<file path="config.mk">
export PLATFORM = sky130hd
export DESIGN_NAME = wdt_core
export DESIGN_NICKNAME = d
export VERILOG_FILES = /design/src/hw/wdt_rst_stretch.v /design/src/hw/wdt_core.v
export VERILOG_INCLUDE_DIRS = /design/src /design/src/hw
export SDC_FILE = /design/constraint.sdc
export NUM_CORES = 1
export LEC_CHECK = 0
export BUFFER_PORTS_ARGS = -buffer_cell sky130_fd_sc_hd__buf_4
export CORE_UTILIZATION = 41
export CTS_BUF_LIST = sky130_fd_sc_hd__clkbuf_4 sky130_fd_sc_hd__clkbuf_8
export DETAILED_ROUTE_END_ITERATION = 8
export PLACE_DENSITY = 0.7
export SYNTH_ARGS = -nofsm -noshare
export SYNTH_HDL_FRONTEND = slang
export SYNTH_SLANG_ARGS = --single-unit
</file>
<file path="constraint.sdc">
create_clock -name clk_sys -period 1.6 [get_ports clk_sys]
set_input_delay 0.08 -clock clk_sys [delete_from_list [all_inputs] [get_ports clk_sys]]
set_output_delay 0.08 -clock clk_sys [all_outputs]
set_load 0.02 [all_outputs]
</file>
<file path="src/hw/wdt_map.vh">
// Register map, field layout, reset values and timing constants of the watchdog block.
`ifndef WDT_MAP_VH
`define WDT_MAP_VH

`define WDT_IDX_CTRL      8'h34
`define WDT_IDX_KEY       8'h35
`define WDT_IDX_STATUS    8'h36
`define WDT_ADDR_CTRL     8'hD0
`define WDT_ADDR_KEY      8'hD4
`define WDT_ADDR_STATUS   8'hD8

`define WDT_BIT_ACTION    0
`define WDT_BIT_PER_LO    1
`define WDT_BIT_PER_HI    2
`define WDT_BIT_ENABLE    3
`define WDT_BIT_TRAP_ACT  4
`define WDT_BIT_TRAP_RAM  5

`define WDT_RST_ACTION    1'h1
`define WDT_RST_PERIOD    2'h0
`define WDT_RST_ENABLE    1'h1
`define WDT_RST_TRAP_ACT  1'h1
`define WDT_RST_TRAP_RAM  1'h1

`define WDT_KEY_CLEAR     8'h4E
`define WDT_KEY_DISABLE   8'hB1
`define WDT_KEY_TRAP      8'hD2

`define WDT_FC_LOG_MAX    25
`define WDT_FS_LOG_MAX    17
`define WDT_LOG_STEP      2
`define WDT_QTR_LOG       2
`define WDT_CNT_LAST      2'h3

`define WDT_RST_HOLD_FC   24
`define WDT_FC_PER_CLK    1

`define WDT_RESP_OKAY     2'h0
`define WDT_RESP_SLVERR   2'h2

`endif

</file>
<file path="src/hw/wdt_rst_stretch.v">
// Stretches a one-cycle reset request into a bounded low drive of the reset pin.
`timescale 1ns/10ps
`include "wdt_map.vh"
module wdt_rst_stretch #(
    parameter HOLD_CYC = `WDT_RST_HOLD_FC / `WDT_FC_PER_CLK
) (
    clk_sys,
    rst_n,
    fire,
    pin_oe,
    busy
);
    input  wire clk_sys;
    input  wire rst_n;
    input  wire fire;
    output wire pin_oe;
    output wire busy;

    reg  [5:0] cnt_q;
    reg  [5:0] cnt_d;

    // The hold never exceeds HOLD_CYC cycles, a retrigger inside it does not extend it.
    always @* begin
        cnt_d = cnt_q;
        if (cnt_q != 6'h00) begin
            cnt_d = cnt_q - 6'h01;
        end else if (fire) begin
            cnt_d = HOLD_CYC[5:0];
        end
    end

    always @(posedge clk_sys) begin
        if (!rst_n) begin
            cnt_q <= 6'h00;
        end else begin
            cnt_q <= cnt_d;
        end
    end

    assign pin_oe = (cnt_q != 6'h00);
    assign busy   = pin_oe;
endmodule // wdt_rst_stretch

</file>
<file path="src/hw/wdt_core.v">
// Watchdog timer with divider, two-stage binary counter and AXI4-Lite register access.
//
// Register access over AXI4-Lite is this design's own decision.
`timescale 1ns/10ps
`include "wdt_map.vh"
module wdt_core #(
    parameter FC_LOG_MAX = `WDT_FC_LOG_MAX,
    parameter FS_LOG_MAX = `WDT_FS_LOG_MAX
) (
    clk_sys,
    rst_n,
    s_axi_awaddr,
    s_axi_awvalid,
    s_axi_awready,
    s_axi_wdata,
    s_axi_wstrb,
    s_axi_wvalid,
    s_axi_wready,
    s_axi_bresp,
    s_axi_bvalid,
    s_axi_bready,
    s_axi_araddr,
    s_axi_arvalid,
    s_axi_arready,
    s_axi_rdata,
    s_axi_rresp,
    s_axi_rvalid,
    s_axi_rready,
    fs_tick,
    divider_clock_select,
    slow_mode,
    stop_mode,
    warmup_active,
    idle_mode,
    sleep_mode,
    wd_interrupt_request,
    wd_reset_request,
    reset_pin_i,
    reset_pin_o,
    reset_pin_oe,
    internal_reset_n,
    ram_trap_select,
    trap_action_select
);
    input  wire        clk_sys;
    input  wire        rst_n;
    input  wire [7:0]  s_axi_awaddr;
    input  wire        s_axi_awvalid;
    output wire        s_axi_awready;
    input  wire [31:0] s_axi_wdata;
    input  wire [3:0]  s_axi_wstrb;
    input  wire        s_axi_wvalid;
    output wire        s_axi_wready;
    output wire [1:0]  s_axi_bresp;
    output wire        s_axi_bvalid;
    input  wire        s_axi_bready;
    input  wire [7:0]  s_axi_araddr;
    input  wire        s_axi_arvalid;
    output wire        s_axi_arready;
    output wire [31:0] s_axi_rdata;
    output wire [1:0]  s_axi_rresp;
    output wire        s_axi_rvalid;
    input  wire        s_axi_rready;
    input  wire        fs_tick;
    input  wire        divider_clock_select;
    input  wire        slow_mode;
    input  wire        stop_mode;
    input  wire        warmup_active;
    input  wire        idle_mode;
    input  wire        sleep_mode;
    output wire        wd_interrupt_request;
    output wire        wd_reset_request;
    input  wire        reset_pin_i;
    output wire        reset_pin_o;
    output wire        reset_pin_oe;
    output wire        internal_reset_n;
    output wire        ram_trap_select;
    output wire        trap_action_select;

    localparam DIV_W = FC_LOG_MAX - `WDT_QTR_LOG;

    // Quarter-period mask of the divider for the selected source and period code.
    function [DIV_W-1:0] qtr_mask;
        input       fs_src;
        input [1:0] code;
        integer     sh;
        begin
            sh = (fs_src ? FS_LOG_MAX : FC_LOG_MAX) - `WDT_QTR_LOG - `WDT_LOG_STEP * code;
            qtr_mask = ~({DIV_W{1'b1}} << sh);
        end
    endfunction

    // Register offset decode shared by the write and read paths.
    function [1:0] reg_sel;
        input [7:0] addr;
        begin
            case ({addr[7:2], 2'h0})
                `WDT_ADDR_CTRL:   reg_sel = 2'h1;
                `WDT_ADDR_KEY:    reg_sel = 2'h2;
                `WDT_ADDR_STATUS: reg_sel = 2'h3;
                default:          reg_sel = 2'h0;
            endcase
        end
    endfunction

    // Write channel state.
    reg  [7:0]  awaddr_q;
    reg         aw_have_q;
    reg  [7:0]  wdata_q;
    reg         wstrb0_q;
    reg         w_have_q;
    reg         bvalid_q;
    reg  [1:0]  bresp_q;
    // Read channel state.
    reg         rvalid_q;
    reg  [31:0] rdata_q;
    reg  [1:0]  rresp_q;
    // Watchdog state.
    reg         action_q;
    reg  [1:0]  period_q;
    reg         enable_q;
    reg         run_q;
    reg         trap_act_q;
    reg         trap_ram_q;
    reg         trap_ram_live_q;
    reg  [DIV_W-1:0] div_q;
    reg  [1:0]  bin_q;
    reg         irq_q;
    reg         rst_req_q;

    wire        wr_go;
    wire [1:0]  wr_sel;
    wire        wr_ctrl;
    wire        wr_key;
    wire        key_clear;
    wire        key_disable;
    wire        key_trap;
    wire        pause;
    wire        fs_src;
    wire        src_tick;
    wire [DIV_W-1:0] mask;
    wire        qtr_tick;
    wire        overflow;
    wire        reinit;
    wire        hold_busy;
    wire [31:0] status_word;
    wire [1:0]  rd_sel;

    // Bus writes complete once address and data are both held and no response is pending.
    assign wr_go   = aw_have_q && w_have_q && !bvalid_q;
    assign wr_sel  = reg_sel(awaddr_q);
    assign wr_ctrl = wr_go && wstrb0_q && (wr_sel == 2'h1);
    assign wr_key  = wr_go && wstrb0_q && (wr_sel == 2'h2);

    assign key_clear   = wr_key && (wdata_q == `WDT_KEY_CLEAR);
    assign key_disable = wr_key && (wdata_q == `WDT_KEY_DISABLE);
    assign key_trap    = wr_key && (wdata_q == `WDT_KEY_TRAP);

    assign s_axi_awready = !aw_have_q && !bvalid_q;
    assign s_axi_wready  = !w_have_q && !bvalid_q;
    assign s_axi_bvalid  = bvalid_q;
    assign s_axi_bresp   = bresp_q;

    always @(posedge clk_sys) begin
        if (!rst_n) begin
            awaddr_q  <= 8'h00;
            aw_have_q <= 1'b0;
            wdata_q   <= 8'h00;
            wstrb0_q  <= 1'b0;
            w_have_q  <= 1'b0;
            bvalid_q  <= 1'b0;
            bresp_q   <= `WDT_RESP_OKAY;
        end else begin
            if (s_axi_awvalid && s_axi_awready) begin
                awaddr_q  <= s_axi_awaddr;
                aw_have_q <= 1'b1;
            end
            if (s_axi_wvalid && s_axi_wready) begin
                wdata_q  <= s_axi_wdata[7:0];
                wstrb0_q <= s_axi_wstrb[0];
                w_have_q <= 1'b1;
            end
            if (wr_go) begin
                aw_have_q <= 1'b0;
                w_have_q  <= 1'b0;
                bvalid_q  <= 1'b1;
                bresp_q   <= (wr_sel == 2'h0) ? `WDT_RESP_SLVERR : `WDT_RESP_OKAY;
            end else if (bvalid_q && s_axi_bready) begin
                bvalid_q <= 1'b0;
            end
        end
    end

    // The control and key registers read as zero; only the status word carries state.
    assign status_word = {26'h0000000, reset_pin_i, trap_ram_live_q, bin_q, action_q, run_q};
    assign rd_sel      = reg_sel(s_axi_araddr);

    assign s_axi_arready = !rvalid_q;
    assign s_axi_rvalid  = rvalid_q;
    assign s_axi_rdata   = rdata_q;
    assign s_axi_rresp   = rresp_q;

    always @(posedge clk_sys) begin
        if (!rst_n) begin
            rvalid_q <= 1'b0;
            rdata_q  <= 32'h00000000;
            rresp_q  <= `WDT_RESP_OKAY;
        end else begin
            if (s_axi_arvalid && s_axi_arready) begin
                rvalid_q <= 1'b1;
                rdata_q  <= (rd_sel == 2'h3) ? status_word : 32'h00000000;
                rresp_q  <= (rd_sel == 2'h0) ? `WDT_RESP_SLVERR : `WDT_RESP_OKAY;
            end else if (rvalid_q && s_axi_rready) begin
                rvalid_q <= 1'b0;
            end
        end
    end

    // Counting source and quarter-period tick.
    assign pause    = stop_mode || warmup_active || idle_mode || sleep_mode;
    assign fs_src   = slow_mode || divider_clock_select;
    assign src_tick = fs_src ? fs_tick : 1'b1;
    assign mask     = qtr_mask(fs_src, period_q);
    assign qtr_tick = src_tick && !pause && run_q && ((div_q & mask) == mask);
    assign overflow = qtr_tick && (bin_q == `WDT_CNT_LAST) && !key_clear;

    // A watchdog reset reinitialises the block's own control state as the chip reset would.
    assign reinit = !rst_n || rst_req_q;

    always @(posedge clk_sys) begin
        if (!rst_n) begin
            div_q <= {DIV_W{1'b0}};
        end else if (src_tick && !pause) begin
            div_q <= div_q + {{(DIV_W-1){1'b0}}, 1'b1};
        end
    end

    always @(posedge clk_sys) begin
        if (reinit) begin
            action_q        <= `WDT_RST_ACTION;
            period_q        <= `WDT_RST_PERIOD;
            enable_q        <= `WDT_RST_ENABLE;
            run_q           <= `WDT_RST_ENABLE;
            trap_act_q      <= `WDT_RST_TRAP_ACT;
            trap_ram_q      <= `WDT_RST_TRAP_RAM;
            trap_ram_live_q <= `WDT_RST_TRAP_RAM;
            bin_q           <= 2'h0;
        end else begin
            if (wr_ctrl) begin
                action_q   <= action_q & wdata_q[`WDT_BIT_ACTION];
                period_q   <= wdata_q[`WDT_BIT_PER_HI:`WDT_BIT_PER_LO];
                enable_q   <= wdata_q[`WDT_BIT_ENABLE];
                trap_act_q <= wdata_q[`WDT_BIT_TRAP_ACT];
                trap_ram_q <= wdata_q[`WDT_BIT_TRAP_RAM];
                if (wdata_q[`WDT_BIT_ENABLE]) begin
                    run_q <= 1'b1;
                end
            end
            if (key_disable && !enable_q) begin
                run_q <= 1'b0;
            end
            if (key_trap) begin
                trap_ram_live_q <= trap_ram_q;
            end
            if (!run_q || key_clear || (key_disable && !enable_q)) begin
                bin_q <= 2'h0;
            end else if (qtr_tick) begin
                bin_q <= bin_q + 2'h1;
            end
        end
    end

    // Overflow outcome pulses, registered one cycle after the overflow tick.
    always @(posedge clk_sys) begin
        if (!rst_n) begin
            irq_q     <= 1'b0;
            rst_req_q <= 1'b0;
        end else begin
            irq_q     <= overflow && !action_q;
            rst_req_q <= overflow && action_q && !rst_req_q;
        end
    end

    wdt_rst_stretch u_stretch (
        .clk_sys (clk_sys),
        .rst_n   (rst_n),
        .fire    (rst_req_q),
        .pin_oe  (reset_pin_oe),
        .busy    (hold_busy)
    );

    // The interrupt has no mask here; the core must take it whatever its master flag says.
    assign wd_interrupt_request = irq_q;
    assign wd_reset_request     = rst_req_q;
    assign reset_pin_o          = 1'b0;
    assign internal_reset_n     = !hold_busy;
    assign ram_trap_select      = trap_ram_live_q;
    assign trap_action_select   = trap_act_q;
endmodule // wdt_core

</file>
==> results of run 1 <==
worst max-delay path by stage:
stage / start / end / slack (ns) / depth (start not counted)
2_1_floorplan: u_stretch.cnt_q[0] / u_stretch.cnt_q[3] / -0.04 / 7
3_3_place_gp: warmup_active / div_q[13] / -0.16 / 8
3_5_place_dp: warmup_active / wd_reset_request / -0.22 / 6
4_1_cts: u_stretch.cnt_q[0] / internal_reset_n / -0.08 / 7
5_1_grt: u_stretch.cnt_q[1] / internal_reset_n / -0.13 / 7
6_report: u_stretch.cnt_q[1] / internal_reset_n / -0.08 / 7
metrics by stage:
| step | util | total power [mW] | worst slack, ns | TNS (ns) |
|---|---|---|---|---|
| 2_1_floorplan | - | 2.57 | -0.0447 | -0.0837 |
| 3_5_place_dp | 0.510 | 2.80 | -0.218 | -2.51 |
| 3_3_place_gp | 0.510 | 2.77 | -0.157 | -2.01 |
| 4_1_cts | 0.578 | 4.40 | -0.0781 | -0.216 |
| 5_1_grt | 0.597 | 4.71 | -0.131 | -0.687 |
| 6_report | 0.597 | 4.47 | -0.0838 | -0.203 |
repair_timing:
| action | CTS | global route |
|---|---|---|
| hold endpoints to repair | 19 | 0 |
| cloned | 1 | 0 |
| endpoints found under the setup margin | 8 | 26 |
| pin swaps | 8 | 7 |
| gates resized for setup | 21 | 25 |
| hold buffers | 21 | 0 |
| buffers inserted | 8 | 6 |
cells by family (layout without fill, tap and decap cells):
kind of cell | after synthesis | after routing | synth area share
compound gates | 50 | 50 | 0.105
xor+xnor | 23 | 23 | 0.0604
fa+ha+maj | 5 | 5 | 0.0188
buf+inv | 48 | 147 | 0.0867
flops | 68 | 68 | 0.408
mux | 11 | 11 | 0.0334
other cells | 1 | 30 | 0.00113
simple gates | 177 | 177 | 0.286
cells in the final DEF, fill, tap and decap left out, drive strengths merged, types with 12 or more instances in the layout:
master / n
clkbuf: 12
conb: 30
xnor2: 18
dlygate4sd3: 21
nor2b: 18
nand3: 14
and2: 24
dfxtp: 68
nor2: 22
buf: 102
nand2: 47
flip-flops by register name, indices dropped and copies added (netlist names), 2 cells and up:
| register | count |
|---|---|
| div_q | 23 |
| wdata_q | 8 |
| awaddr_q | 6 |
| s_axi_rdata | 6 |
| u_stretch.cnt_q | 6 |
| bin_q | 2 |
| period_q | 2 |
area by class of cell:
type / instances / area (µm²) / share of cell area
inverter: 8 / 32.5 / 0.00698
clock buffer: 12 / 159 / 0.0341
multi-input combinational: 296 / 1940 / 0.417
sequential: 68 / 1380 / 0.295
timing repair buffer: 123 / 995 / 0.214
clock inverter: 4 / 25.0 / 0.00537
tap: 102 / 128 / 0.0274
per-layer routing:
layer | wire length (µm) | vias to the layer above
li1 | - | 1505
met1 | 3270 | 1381
met2 | 3910 | 83
met3 | 382 | 17
met4 | 190 | 0
met5 | 0 | -
where the power goes:
part	internal [mW]	leakage (nW)	switching, mW
clock network	0.658	0.0918	0.646
registers	1.80	0.557	0.0759
logic	0.693	1.29	0.601
==> run summary, run 1 <==
- complete, but fails checks — run status
- negative setup slack — failing checks
- reg2out — class of the most critical setup path
- bin_q[1] — FF-to-FF End
- sky130_fd_sc_hd__dfxtp_1 41%, sky130_fd_sc_hd__buf_4 6.5%, sky130_fd_sc_hd__nand2_1 5.3%, sky130_fd_sc_hd__xnor2_1 4.7%, sky130_fd_sc_hd__and2_1 4.5% — ranking of synthesized cells by area
- 54 — Buffers on Ports
- 68 — clock tree sinks
- 0.0564 — global routing usage on met3
- 1.94 nW — leakage power figure
- met2 — gr busiest metal
- 0 — initial antenna violation count
- 92.2 µm — Die Ht
- sky130_fd_sc_hd__or3_4 — Worst path slowest cell
- 39.8% — synth-to-layout area growth
- 1.05 — part of the cycle the worst path needs
- 960 nW/µm² — power per standard cell area
- sky130_fd_sc_hd__dfxtp_1 — library cell with the highest instance count after synthesis
- 4 — drt first pass iters
- 686 — fill cell total of the finished layout
- true — RSZ-0062 raised after global routing
- 12.7 µm — drt wl/cell
- 0 — total overflow reported by the global router
- s_axi_bvalid — start of the worst register-to-register path
- rst_n — hold path startpoint
- 0.594 GHz — highest clock rate
- 12600 µm — first-pass GRT wire length
- 4 — largest fanout on the critical path
- 0.792 — placer congestion estimate
- 3980 µm² — instance area after placement
- 1.52 ns — WP data required
- 32 — number of placement rows
- 0.0715 ns — worst-case hold slack
- 0 — number of synthesis warnings
- 0.34 ns — maximum single-stage delay on the critical path
- 0 — Routed Antenna Nets
- 115 — Top Ports
- 92.2 µm — Horiz. Die Dim
- primary output — capturing element type of the critical path
- 383 — post-synthesis cell count
- 0.188 — total routing usage reported by global routing
- 3 — H-Tree Depth
- 613 — Final Non-Filler Cells
- 4 — buffers and inverters on the worst path
- 0.313 — layout cells sized above 1
- 0 — final number of max-transition violations
- 47 — number of library cell types mapped by synthesis
- 0.641 mV — maximum vdd drop
- buffers and inverters — gate family responsible for the most delay along the worst path
- in2reg — path category of the worst min-delay check
- 112 — initial drt markers
- 4.87 — vias per std cell
- 4660 µm² — final non-filler cell area
- -0.05 ns — minimum setup slack among reg-to-reg paths
- 0 — Final Hold Vio Count
- 0.427 — initial cell density of the core
- 9 — number of clock buffers inserted by TritonCTS
- 8.70 µm² — average cell area after synthesis
- 5 — path depth of the worst reg2reg path
- 7810 µm² — placeable core region
- sky130_fd_sc_hd__dfxtp_1 — largest area contributor in the synthesized netlist
- sky130_fd_sc_hd__clkbuf_8 — root buffer cell
- 0 — ant diodes
- -0.0838 ns — minimum setup slack in the final design
- 562 — Placed Cells
- 0.408 — post-synthesis sequential area ratio
- 68 x sky130_fd_sc_hd__dfxtp_1, 47 x sky130_fd_sc_hd__nand2_1, 29 x sky130_fd_sc_hd__buf_4 — commonest cells in the synthesized netlist
- 0.00845 ns — worst clock skew
- 24 — maximum number of pins on one net before global-route repair
- 7760 µm — Total Wirelength
- 578 — nets
- 8490 µm² — Die ar.
- 0 — number of DRC violations after detailed routing
- 68 — number of synthesized register bits
- inv_2, ha_4, nand2_4, or3_4, buf_6, inv_4, buf_6 — worst-path cell chain
- 1.60 ns — arrival time of data at the critical path endpoint
- 0 — async set or reset register ratio after synthesis
- 1.68 ns — min Tclk post-route
- 3330 µm² — post-synthesis instance area
- 0.316 — routing usage on met2
- 0.408 — fraction of synthesized cell area taken by the top area cell type
- sky130_fd_sc_hd__buf_6 — most prevalent standard cell on the critical path
- 0 — max-cap viol count
- 0.08 ns — clock transition time at the flip-flop clock pins of the worst setup and hold paths
- 4 — Final Setup Violations
- 0 — Post-synth EDFFs
- s_axi_bvalid — endpoint of the worst hold-timing path
- 2830 — vias in the first global route
- 2 — Cells on Worst Hold Path
- 0.35 ns — later-pin clock latency in the skew report
- 0.216 — grt met1 use
- sky130_fd_sc_hd__dfxtp_1 — dominant synthesized flop cell
- 2986 — DR vias
- 2 — deepest clock path buffer count
- flop — Critical Path Source Type
- built — TritonCTS clock tree
- 5240 µm — post-detail-place hpwl
Note: power is estimated with default switching activity, not from simulation.
==> run 2: changes to the inputs <==
Settings changed: CORE_ASPECT_RATIO set to 1.2, CORE_MARGIN set to 3, CORE_UTILIZATION 41 to 45, PLACE_DENSITY 0.7 to 0.76.
==> run 2 against run 1 <==
Against the previous run:
- the flow still finishes with violations (negative setup slack)
- via count grew 0.20%
- largest cell class unchanged
- routed wire length grew 3.8%
- sequential share of layout area grew 0.91 points
- combinational power shrank 7%
- critical path depth decreased by 2
- register-to-register slack barely moved
==> run summary, run 2 (synthesis results as in run 1) <==
- complete, but fails checks — run status
- negative setup slack — failing checks
- 12500 µm — first-pass GRT wire length
- 0 — initial antenna violation count
- 0.811 — placer congestion estimate
- 587 — Final Non-Filler Cells
- u_stretch.cnt_q[2] — critical path launch point
- sky130_fd_sc_hd__clkbuf_8 — root buffer cell
- 9 — number of clock buffers inserted by TritonCTS
- 0.609 GHz — highest clock rate
- 2 — deepest clock path buffer count
- 1.56 ns — arrival time of data at the critical path endpoint
- 2887 — vias in the first global route
- 115 — Top Ports
- 1.52 ns — WP data required
- sky130_fd_sc_hd__buf_4 — most common library cell in the layout ignoring fill and taps
- 8480 µm² — Die ar.
- 2992 — DR vias
- 0.289 — switch share
- 0 — final number of max-transition violations
- 1.33 mW — Psw
- -0.154 ns — final sum of negative setup slack
- s_axi_wdata[5] — hold path startpoint
- 0.409 — sequential fraction of design power
- 33 — number of placement rows
- 3930 µm² — instance area after placement
- 567 — nets
- 5.10 — vias per std cell
- 543 — Placed Cells
- 0 — Final Hold Vio Count
- -0.0415 ns — minimum setup slack in the final design
- 5330 µm — post-detail-place hpwl
- 4 — drt first pass iters
- 0.333 — part of the total power dissipated in the clock network
- 0.07 ns — clock transition time at the flip-flop clock pins of the worst setup and hold paths
- 0 — Routed Antenna Nets
- 84.6 µm — Horiz. Die Dim
- built — TritonCTS clock tree
- 0.00399 ns — worst clock skew
- 68 — clock tree sinks
- 0.642 mV — maximum vdd drop
- div_q x23, wdata_q x8 — registers with the most flip-flops
- 0 — max-cap viol count
- 89 x sky130_fd_sc_hd__buf_4, 60 x sky130_fd_sc_hd__dfxtp_1, 46 x sky130_fd_sc_hd__nand2_1, 30 x sky130_fd_sc_hd__conb_1, 24 x sky130_fd_sc_hd__and2_1 — commonest cells after routing, fill and taps aside
- 0 — number of DRC violations after detailed routing
- 0 — ant diodes
- reg2out — class of the most critical setup path
- 6 — Final Setup Violations
- 100 µm — Die Ht
- flop — Critical Path Source Type
- 33 — maximum number of pins on one net before global-route repair
- 1020 nW/µm² — power per standard cell area
- in2reg — path category of the worst min-delay check
- 6 — largest fanout on the critical path
- 54 — Buffers on Ports
- 0 — total overflow reported by the global router
- 3 — H-Tree Depth
- 0.475 — initial cell density of the core
- 1.64 ns — min Tclk post-route
- 0.278 — layout cells sized above 1
- 35.4% — synth-to-layout area growth
- 8050 µm — Total Wirelength
- 105 — initial drt markers
- true — RSZ-0062 raised after global routing
- 0.259 — Gate power share
- div_q — largest reg by FF count
- primary output — capturing element type of the critical path
- 13.7 µm — drt wl/cell
- 7020 µm² — placeable core region
- 23 — flip-flop count of the largest register, all copies and words added
- 3.28 mW — Internal Pwr Total
- 4510 µm² — final non-filler cell area
- 0.34 ns — later-pin clock latency in the skew report
- 1.88 nW — leakage power figure
- div_q[0] — start of the worst register-to-register path
- 1.03 — part of the cycle the worst path needs
- 0.182 — total routing usage reported by global routing
- 0.0172 ns — worst-case hold slack
[run 2: cell types whose count changed in the layout (fill, tap and decap cells not counted), sizes merged]
cell / before / now
clkinv: 2 / 1
clkbuf: 12 / 13
buf: 102 / 92
bufinv: 0 / 1
dlygate4sd3: 21 / 20
clkinvlp: 2 / 1
[run 2: layer usage]
layer  GRT usage  vias up  share of wire
li1            -     1484              -
met5           0        -              0
met3      0.0542       13          0.054
met4      0.0865        0          0.021
met2       0.327       81           0.52
met1       0.195     1414           0.40
[run 2: final timing paths]
check,endpoint,slack [ns],cells past startpoint
min,wdata_q[5],0.02,3
max,internal_reset_n,-0.04,5
max reg2reg,bin_q[0],-0.04,7
min reg2reg,trap_ram_q,0.48,2
[run 2: timing repair]
action	4_1_cts	5_1_grt
hold endpoints to repair	18	0
setup buffers	3	6
hold buffers	20	0
pin swaps	1	9
resized for setup	12	16
setup endpoints to repair	8	26
[run 2: power groups by stage]
| stage | registers [mW] | logic, mW | clock network (mW) |
|---|---|---|---|
| after floorplan | 1.90 | 0.674 | 0 |
| after global placement | 1.90 | 0.854 | 0 |
| after detailed placement | 1.90 | 0.883 | 0 |
| after CTS | 1.87 | 0.995 | 1.56 |
| after global routing | 1.90 | 1.31 | 1.63 |
| final | 1.89 | 1.20 | 1.54 |
[run 2: area by class of cell]
type                            instances  area (µm²)
Fill cell                             595        2500
Multi-Input combinational cell        296        1880
Sequential cell                        68        1370
Timing Repair Buffer                  112         902
Clock buffer                           13         179
Tap cell                               87         109
Clock inverter                          3        42.5
Inverter                                8        32.5
[run 2: metrics by stage]
step	utilization	worst slack [ns]	power [mW]
5_1_grt	0.643	-0.129	4.83
6_report	0.643	-0.0415	4.62
3_3_place_gp	0.560	-0.149	2.75
3_5_place_dp	0.560	-0.215	2.79
4_1_cts	0.627	-0.0310	4.43
2_1_floorplan	-	-0.0447	2.57
[run 2: worst max-delay path, cell delays in order (launching register included)]
cell                      delay (ns)
sky130_fd_sc_hd__dfxtp_1        0.37
sky130_fd_sc_hd__nor2_2         0.17
sky130_fd_sc_hd__nand2_4        0.06
sky130_fd_sc_hd__or3_4          0.42
sky130_fd_sc_hd__inv_4          0.08
sky130_fd_sc_hd__buf_6          0.11
